<file path="config.mk">
export PLATFORM = sky130hd
export DESIGN_NAME = hbpm_ctrl
export DESIGN_NICKNAME = d
export VERILOG_FILES = /design/src/rtl/hbpm_pkg.sv /design/src/rtl/hbpm_ctrl.sv
export VERILOG_INCLUDE_DIRS = /design/src /design/src/rtl
export SDC_FILE = /design/constraint.sdc
export NUM_CORES = 1
export LEC_CHECK = 0
export BUFFER_PORTS_ARGS = -buffer_cell sky130_fd_sc_hd__buf_4
export CORE_UTILIZATION = 35
export CTS_CLUSTER_DIAMETER = 60
export DETAILED_ROUTE_END_ITERATION = 6
export REMOVE_ABC_BUFFERS = 1
export SKIP_CTS_REPAIR_TIMING = 1
export SYNTH_ARGS = -nofsm -noshare
export SYNTH_HDL_FRONTEND = slang
export SYNTH_SLANG_ARGS = --single-unit
export TNS_END_PERCENT = 5
</file>
<file path="constraint.sdc">
create_clock -name MCLK_I -period 7.65 [get_ports MCLK_I]
set_clock_uncertainty 0.1 [all_clocks]
set_input_delay 1.53 -clock MCLK_I [delete_from_list [all_inputs] [get_ports MCLK_I]]
set_output_delay 1.53 -clock MCLK_I [all_outputs]
set_load 0.03 [all_outputs]
</file>
<file path="src/rtl/hbpm_params.svh">
// Constants of the half-bridge PWM and mode control block
`ifndef HBPM_PARAMS_SVH
`define HBPM_PARAMS_SVH

// ----------------------------------------------------------------
// Clock and time base
// ----------------------------------------------------------------
`define HBPM_CLK_MHZ      125
`define HBPM_CLK_HZ       (`HBPM_CLK_MHZ * 1000000)
`define HBPM_STEPS        256
`define HBPM_DUTY_W       8
`define HBPM_RATE1_HZ     80
`define HBPM_RATE2_HZ     100
`define HBPM_RATE3_HZ     200
`define HBPM_FAST_HZ      2000
`define HBPM_STEP_CYC(f)  (`HBPM_CLK_HZ / ((f) * `HBPM_STEPS))
`define HBPM_DEAD_NS      64
`define HBPM_DEAD_CYC     ((`HBPM_DEAD_NS * `HBPM_CLK_MHZ + 999) / 1000)

// ----------------------------------------------------------------
// Register byte addresses
// ----------------------------------------------------------------
`define HBPM_ADR_ACT      8'h00
`define HBPM_ADR_CHSEL    8'h04
`define HBPM_ADR_FREEWH   8'h08
`define HBPM_ADR_DUTY     8'h0c
`define HBPM_ADR_RATE     8'h10
`define HBPM_ADR_FAST     8'h14
`define HBPM_ADR_STATUS   8'h18

// ----------------------------------------------------------------
// Status register bits and codes
// ----------------------------------------------------------------
`define HBPM_ST_FLAG      0
`define HBPM_ST_FAULT     1
`define HBPM_ST_NORMAL    2
`define HBPM_ST_VSOK      3
`define HBPM_RATE_STOP    2'h0
`define HBPM_RATE_C1      2'h1
`define HBPM_RATE_C2      2'h2
`define HBPM_RATE_C3      2'h3

`endif

</file>
<file path="src/rtl/hbpm_pkg.sv">
// Types of the half-bridge PWM and mode control block
package hbpm_pkg;
	typedef enum logic [1:0] {
		HBPM_SLEEP  = 2'b01,
		HBPM_NORMAL = 2'b10
	} hbpm_mode_t;
endpackage

</file>
<file path="src/rtl/hbpm_ctrl.sv">
// Half-bridge PWM, mode and reset control with register port
// What this block does
// - Power-on reset clears configuration, outputs off
// - Power-stage supply dropout keeps stored registers
// - Enable high gives normal, configurable mode
// - Enable low: outputs off, registers reset
// - Undriven enable reads low, hence sleep
// - Logic undervoltage clears logic, outputs off
// - Reset report flag reads zero after reset
// - With no channel, activation bits hold switches statically on
// - Bridge picks one of three channels, 8-bit duty
// - Codes 01/10/11 give 80/100/200 Hz, fast 2 kHz
// - Rate code 00 stops the channel unless its fast bit is set
// - Selecting a running rate starts the period
// - Duty and rate changes apply glitch-free
// - Freewheel drives complementary switch in off phase
// - Freewheel needs on-times above both dead times
// - Stopped channel with freewheel: activated switch off, complementary on
// - No channel, no activation: both switches off
// - Fault condition pulls fault pin low
//
// Added by the designer: the address-and-strobe port and the register offsets.
`timescale 1ns/1ns
`include "hbpm_params.svh"

module hbpm_ctrl import hbpm_pkg::*; #(
	parameter int NB       = 12,
	parameter int NCH      = 3,
	parameter int PRE_W    = 13,
	parameter int DEAD_W   = 4,
	parameter int STEP_C1  = `HBPM_STEP_CYC(`HBPM_RATE1_HZ),
	parameter int STEP_C2  = `HBPM_STEP_CYC(`HBPM_RATE2_HZ),
	parameter int STEP_C3  = `HBPM_STEP_CYC(`HBPM_RATE3_HZ),
	parameter int STEP_2K  = `HBPM_STEP_CYC(`HBPM_FAST_HZ),
	parameter int DEAD_CYC = `HBPM_DEAD_CYC
) (
	// Clock and reset
	input  wire logic          MCLK_I,
	input  wire logic          RESETN_I,
	// Device pins
	input  wire logic          EN_I,
	input  wire logic          VS_OK_I,
	input  wire logic          FAULT_I,
	output logic               FAULT_INDICATOR_PIN_N_O,
	// Register port
	input  wire logic [7:0]    ADDR_I,
	input  wire logic [31:0]   WDATA_I,
	input  wire logic          WR_I,
	input  wire logic          RD_I,
	output logic      [31:0]   RDATA_O,
	// Switch drives
	output logic      [NB-1:0] HS_O,
	output logic      [NB-1:0] LS_O
);

	// ----------------------------------------------------------------
	// Elaboration checks
	// ----------------------------------------------------------------
	if (NB < 1 || NB > 16 || NCH != 3)
		$error("hbpm_ctrl: bridge or channel count out of range");
	if (STEP_C1 < 1 || STEP_C1 >= 2**PRE_W || STEP_2K < 1)
		$error("hbpm_ctrl: step length does not fit prescaler");
	if (DEAD_CYC < 1 || DEAD_CYC >= 2**DEAD_W)
		$error("hbpm_ctrl: dead time does not fit counter");

	// ----------------------------------------------------------------
	// State
	// ----------------------------------------------------------------
	typedef struct packed {
		logic                            en_m;
		logic                            en_s;
		logic                            vs_m;
		logic                            vs_s;
		logic                            flt_m;
		logic                            flt_s;
		hbpm_mode_t                      mode;
		logic                            flag;
		logic                            fault_n;
		logic [31:0]                     rdata;
		logic [2*NB-1:0]                 act;
		logic [NB-1:0][1:0]              chan_sel;
		logic [NB-1:0]                   freewheel;
		logic [NCH-1:0][`HBPM_DUTY_W-1:0] duty;
		logic [NCH-1:0][1:0]             rate;
		logic [NCH-1:0]                  fast;
		logic [NCH-1:0][`HBPM_DUTY_W-1:0] duty_a;
		logic [NCH-1:0][2:0]             rate_a;
		logic [NCH-1:0][PRE_W-1:0]       pre;
		logic [NCH-1:0][`HBPM_DUTY_W-1:0] step;
		logic [NB-1:0]                   hs;
		logic [NB-1:0]                   ls;
		logic [NB-1:0][DEAD_W-1:0]       dead;
	} hbpm_state_t;

	hbpm_state_t    s;
	hbpm_state_t    next_s;
	logic [NCH-1:0] run;
	logic [NCH-1:0] pwm_on;
	logic [NCH-1:0] fw_ok;
	logic [NCH-1:0] wrap;
	logic           normal;

	// Step length in clock cycles for an active rate selection
	function automatic logic [PRE_W-1:0] step_len(input logic [2:0] r);
		logic [PRE_W-1:0] l;
		l = PRE_W'(STEP_C1);
		if (r[2])
			l = PRE_W'(STEP_2K);
		else if (r[1:0] == `HBPM_RATE_C2)
			l = PRE_W'(STEP_C2);
		else if (r[1:0] == `HBPM_RATE_C3)
			l = PRE_W'(STEP_C3);
		return l;
	endfunction

	// Both switch on-times must exceed the two dead times together
	function automatic logic freewheel_ok(input logic [7:0] d, input logic [PRE_W-1:0] l);
		int on_t;
		int off_t;
		on_t  = int'(d) * int'(l);
		off_t = (`HBPM_STEPS - int'(d)) * int'(l);
		return (on_t > 2 * DEAD_CYC) && (off_t > 2 * DEAD_CYC);
	endfunction

	// ----------------------------------------------------------------
	// Next-state logic
	// ----------------------------------------------------------------
	always_comb begin
		logic [PRE_W-1:0] len;
		logic [1:0]       ch;
		logic             pwm;
		logic             fwe;
		logic             req_h;
		logic             req_l;
		int               ci;
		len    = '0;
		ch     = 2'h0;
		pwm    = 1'b0;
		fwe    = 1'b0;
		req_h  = 1'b0;
		req_l  = 1'b0;
		ci     = 0;
		next_s = s;
		run    = '0;
		pwm_on = '0;
		fw_ok  = '0;
		wrap   = '0;

		// Pin synchronisers; enable pulled low when undriven upstream
		next_s.en_m  = EN_I;
		next_s.en_s  = s.en_m;
		next_s.vs_m  = VS_OK_I;
		next_s.vs_s  = s.vs_m;
		next_s.flt_m = FAULT_I;
		next_s.flt_s = s.flt_m;

		// Mode follows the enable pin
		next_s.mode = s.en_s ? HBPM_NORMAL : HBPM_SLEEP;
		unique case (s.mode)
			HBPM_NORMAL: normal = 1'b1;
			HBPM_SLEEP:  normal = 1'b0;
			default:     normal = 1'b0;
		endcase

		// Fault indicator, active low
		next_s.fault_n = ~s.flt_s;

		// Register writes, only in normal mode
		if (WR_I && normal) begin
			case (ADDR_I)
				`HBPM_ADR_ACT:    next_s.act = WDATA_I[2*NB-1:0];
				`HBPM_ADR_CHSEL:  next_s.chan_sel = WDATA_I[2*NB-1:0];
				`HBPM_ADR_FREEWH: next_s.freewheel = WDATA_I[NB-1:0];
				`HBPM_ADR_DUTY:   next_s.duty = WDATA_I[NCH*`HBPM_DUTY_W-1:0];
				`HBPM_ADR_RATE:   next_s.rate = WDATA_I[2*NCH-1:0];
				`HBPM_ADR_FAST:   next_s.fast = WDATA_I[NCH-1:0];
				`HBPM_ADR_STATUS: begin
					if (WDATA_I[`HBPM_ST_FLAG])
						next_s.flag = 1'b1;
				end
				default: ;
			endcase
		end

		// Register reads, data in the following cycle
		next_s.rdata = '0;
		if (RD_I) begin
			case (ADDR_I)
				`HBPM_ADR_ACT:    next_s.rdata[2*NB-1:0] = s.act;
				`HBPM_ADR_CHSEL:  next_s.rdata[2*NB-1:0] = s.chan_sel;
				`HBPM_ADR_FREEWH: next_s.rdata[NB-1:0] = s.freewheel;
				`HBPM_ADR_DUTY:   next_s.rdata[NCH*`HBPM_DUTY_W-1:0] = s.duty;
				`HBPM_ADR_RATE:   next_s.rdata[2*NCH-1:0] = s.rate;
				`HBPM_ADR_FAST:   next_s.rdata[NCH-1:0] = s.fast;
				`HBPM_ADR_STATUS: begin
					next_s.rdata[`HBPM_ST_FLAG]   = s.flag;
					next_s.rdata[`HBPM_ST_FAULT]  = s.flt_s;
					next_s.rdata[`HBPM_ST_NORMAL] = normal;
					next_s.rdata[`HBPM_ST_VSOK]   = s.vs_s;
				end
				default: ;
			endcase
		end

		// Sleep resets all register banks and the report flag
		if (!normal) begin
			next_s.act       = '0;
			next_s.chan_sel  = '0;
			next_s.freewheel = '0;
			next_s.duty      = '0;
			next_s.rate      = '0;
			next_s.fast      = '0;
			next_s.flag      = 1'b0;
		end

		// PWM channels
		for (int c = 0; c < NCH; c++) begin
			run[c]    = s.fast[c] | (s.rate[c] != `HBPM_RATE_STOP);
			len       = step_len(s.rate_a[c]);
			pwm_on[c] = s.step[c] < s.duty_a[c];
			fw_ok[c]  = freewheel_ok(s.duty_a[c], len);
			wrap[c]   = run[c] && (s.pre[c] == len - PRE_W'(1)) && (s.step[c] == 8'hff);
			if (!run[c]) begin
				// Stopped: counters parked; settings follow the values being
				// written, so the first period already runs at the new rate
				next_s.pre[c]    = '0;
				next_s.step[c]   = '0;
				next_s.duty_a[c] = next_s.duty[c];
				next_s.rate_a[c] = {next_s.fast[c], next_s.rate[c]};
			end else if (s.pre[c] == len - PRE_W'(1)) begin
				next_s.pre[c]  = '0;
				next_s.step[c] = s.step[c] + 8'h01;
				if (s.step[c] == 8'hff) begin
					// New settings only at period boundary
					next_s.duty_a[c] = s.duty[c];
					next_s.rate_a[c] = {s.fast[c], s.rate[c]};
				end
			end else begin
				next_s.pre[c] = s.pre[c] + PRE_W'(1);
			end
		end

		// Half-bridge drive requests and dead time
		for (int b = 0; b < NB; b++) begin
			ch    = s.chan_sel[b];
			req_h = 1'b0;
			req_l = 1'b0;
			if (ch == 2'h0) begin
				req_h = s.act[b];
				req_l = s.act[NB+b];
			end else begin
				ci  = int'(ch) - 1;
				pwm = run[ci] & pwm_on[ci];
				fwe = s.freewheel[b] & (~run[ci] | fw_ok[ci]);
				if (s.act[b]) begin
					req_h = pwm;
					req_l = fwe & ~pwm;
				end else if (s.act[NB+b]) begin
					req_l = pwm;
					req_h = fwe & ~pwm;
				end
			end
			// Never both switches of one bridge
			if (req_h && req_l) begin
				req_h = 1'b0;
				req_l = 1'b0;
			end
			// Outputs off in sleep or supply dropout; registers kept in dropout
			if (!normal || !s.vs_s) begin
				req_h = 1'b0;
				req_l = 1'b0;
			end
			if (s.dead[b] != '0)
				next_s.dead[b] = s.dead[b] - DEAD_W'(1);
			if ({req_h, req_l} != {s.hs[b], s.ls[b]}) begin
				if (s.hs[b] || s.ls[b]) begin
					// Turn off first, then wait out the dead time
					next_s.hs[b]   = 1'b0;
					next_s.ls[b]   = 1'b0;
					next_s.dead[b] = DEAD_W'(DEAD_CYC);
				end else if (s.dead[b] == '0) begin
					next_s.hs[b] = req_h;
					next_s.ls[b] = req_l;
				end
			end
		end
	end

	// ----------------------------------------------------------------
	// State register, reset clears all but mode (to sleep) and fault pin (high)
	// ----------------------------------------------------------------
	always_ff @(posedge MCLK_I) begin
		if (!RESETN_I) begin
			s         <= '0;
			s.mode    <= HBPM_SLEEP;
			s.fault_n <= 1'b1;
		end else begin
			s <= next_s;
		end
	end

	// Outputs straight from flip-flops
	assign HS_O                    = s.hs;
	assign LS_O                    = s.ls;
	assign RDATA_O                 = s.rdata;
	assign FAULT_INDICATOR_PIN_N_O = s.fault_n;
endmodule

</file>
==> impl_results.md <==
* CTS tree: built
* Antenna Violating Nets Remaining at 0
* CP max stage cell: or4_4
* Clk pin slew, worst setup/hold paths at 0.06 ns
* Synth-to-Final Area Change at 19.9%
* Placed wire-length estimate at 94100 µm
* Seq pwr share at 41.0%
* Hold Slack at 0.335 ns
* Pint at 3050 µW
* Final setup fails at 0
* DR vias at 34100
* Netlist cell types at 92
* WS Path Type: flop to flop
* Die ar. at 109000 µm²
* Final GP Congestion at 0.942
* Outcome: finished, violations left
* Max IR drop VDD at 0.000148 V
* Mean post-synth cell area at 8.13 µm²
* Slew margin rel. at 10.1%
* Sequential element share of the synthesized area at 15.6%
* Number of clock sinks at 295
* Post-synthesis register bit count at 295
* Power Dens Cells at 91.0 nW/µm²
* Setup crit end kind: flop
* Fin util at 42.3%
* Adder-cell share of the synthesized area at 35.3%
* Simple-gate share of the synthesized area at 19.2%
* Die Y-Extent at 331 µm
* Dpl cells at 6347
* Hold Path Class: flop to flop
* Initial Util at 35.3%
* Dominant cells by area after synthesis: fa_1 (22%), dfxtp_1 (16%), ha_1 (13%)
* Number of enable flip-flop cells after synthesis at 0
* Largest net degree at the start of global routing at 81
* Final WL at 116000 µm
* Switching share of power at 26.0%
* Synth Area in XOR/XNOR at 3.24%
* Post-layout min period at 7.53 ns
* Synth Cell Area at 37800 µm²
* Largest family of logic cells by synthesized area: adder cells
* Layout net count at 5867
* # IOs at 104
* CTS H-tree depth at 2
* WP data arrival at 7.87 ns
* Layout cells sized above 1 at 17.4%
* Worst Reg-to-Reg Cells at 29
* Comb power frac at 13.8%
* Fin crit share at 98.4%
* Global-route usage over all layers at 20.8%
* Remaining DRCs at 13
* Vias in the first global route at 33100
* Mux cell area share after synthesis at 1.14%
* Clk buf depth at 3
* Die width at 331 µm
* Clock network fraction of total power at 45.3%
* Antenna violations before repair at 3
* Worst-skew pair later-pin latency at 0.55 ns
* FFs w/ async S/R, synth at 0%
* Startpoint Class: flop
* Critical Path Fanout Max at 5
* Total CTS buffers at 37
* Post-synthesis compound-gate area fraction at 16.1%
* Max Fclk at 0.133 GHz
* Max Slew Vio Count at 0
* Worst-Margin Slew at 1.34 ns
* Yosys warns at 0
* Max cap viols at 0
* Total iterations of the first detailed-routing run at 7
* P_leak at 0.0217 µW
* Most used DFF post-synth: dfxtp_1
* Routed length per instance at 18.0 µm
* Synth area leader: fa_1
* CP dominant cell by count: fa_1
* P_sw at 1070 µW
* Std cell rows at 120
* Final global-route overflow total at 0
* 1st-iter DRT viols at 2676
* Via density at 5.30
* Synth Instances at 4655
* First-pass GRT wire length at 181000 µm
* Worst EP required at 7.98 ns
* Setup TNS at 0 ns
* Root buf cell: clkbuf_16
* Violated checks: design-rule violations
* Final Hold Viols at 0
* Final Non-Filler Cells at 6437
* Area share of the largest cell type after synthesis at 22.4%
* Worst hold stages at 1
* RSZ-0062 raised after global routing: yes
* Crit path largest cell delay at 0.55 ns
* IO buf count at 87
* Core ar. at 107000 µm²
## layer usage
metal | GRT usage [%] | part of all wire (%) | up-vias
li1 | - | - | 16300
met4 | 5.59 | 2.8 | 4
met5 | 0 | 0.023 | -
met2 | 32.9 | 45 | 1119
met3 | 2.21 | 6.4 | 171
met1 | 29.8 | 46 | 16500
## registers in the layout, summed over array words and instances, names as in the netlist
register,count
s,243
HS_O,12
LS_O,12
next_s,3
FAULT_INDICATOR_PIN_N_O,1
RDATA_O,24
## placed cells by master, fill, tap and decap left out, types with 21 or more instances in the layout
master and n:
a211oi_1 46, a21o_1 51, a21oi_1 274, a222oi_1 28, a31oi_1 21, and2_1 28, and3_1 55, buf_4 513
clkbuf_16 40, dfxtp_1 286, fa_1 416, ha_1 366, ha_4 22, inv_1 648, mux2i_1 25, nand2_1 472
nand2b_1 49, nand3_1 82, nand4_1 31, nor2_1 489, nor2_2 25, nor2b_1 24, nor3_1 67, nor3b_1 26
o211a_1 21, o211ai_1 57, o21ai_0 119, o22ai_1 22, or3_1 49, xnor2_1 78, xor2_1 50
## power groups by stage
stage / clock (µW) / combinational [µW] / sequential [µW]
after floorplan: 0 / 443 / 1710
after global placement: 0 / 541 / 1720
after detailed placement: 0 / 563 / 1720
after CTS: 1900 / 567 / 1690
after global routing: 1970 / 647 / 1700
final: 1870 / 568 / 1690
## synth_stat cells (all sizes together), types with 14 or more instances
cell    instances
o2111a         15
inv           665
fa            423
clkbuf        153
o31ai          20
dfxtp         295
and3           57
o211ai         57
mux2           14
nand3          86
o21ai         145
or2            18
xor2           51
o22ai          24
nor2          523
mux2i          25
a211oi         50
a31oi          23
nor3           87
nor4           31
buf            71
a21oi         285
o211a          21
a222oi         28
a21boi         14
nand2b         56
nand3b         16
nor3b          26
or3            53
nand2         482
nor2b          27
xnor2          89
and2           35
ha            390
a21o           51
o21a           17
nand4          31
## path summary, 6_finish.rpt
check	start	end	slack, ns
max reg2reg	s[152]	s[1]	0.12
max	s[152]	s[1]	0.12
min reg2reg	next_s[297]	s[297]	0.34
min	next_s[297]	s[297]	0.34
## layout make-up
type / instances / area, µm²
fill: 10900 / 61800
multi-input combinational: 3471 / 29800
antenna: 1 / 2.50
sequential: 295 / 5920
timing repair buffer: 530 / 4080
clock buffer: 47 / 1080
inverter: 672 / 2520
clock inverter: 18 / 231
tap: 1403 / 1760
## critical path, delay by kind of cell, from the launching register on
kind | cells | cell delay [ns]
AO/OA/AOI/OAI | 9 | 1.95
AND/OR/NAND/NOR | 4 | 0.98
buffers and inverters | 8 | 0.91
flip-flops | 1 | 0.36
XOR/XNOR | 1 | 0.17
adder cells (fa/ha/maj) | 7 | 2.93
## cell families (layout without fill, tap and decap cells)
group / after synthesis / after routing
AND/OR/NAND/NOR: 1568 / 1568
buffers and inverters: 896 / 1267
XOR/XNOR: 140 / 140
other: 1 / 9
AO/OA/AOI/OAI: 902 / 902
multiplexers: 40 / 40
flip-flops: 295 / 295
adder cells (fa/ha/maj): 813 / 813
## metrics by stage
step / instance area [µm²] / power [µW] / worst slack [ns]
2_1_floorplan: 36800 / 2150 / -0.590
3_3_place_gp: 42500 / 2260 / -0.379
3_5_place_dp: 42500 / 2290 / -0.371
4_1_cts: 43800 / 4160 / -0.380
5_1_grt: 45400 / 4320 / -0.139
6_report: 45400 / 4130 / 0.119
No activity file was read; power rests on OpenSTA's default activity.
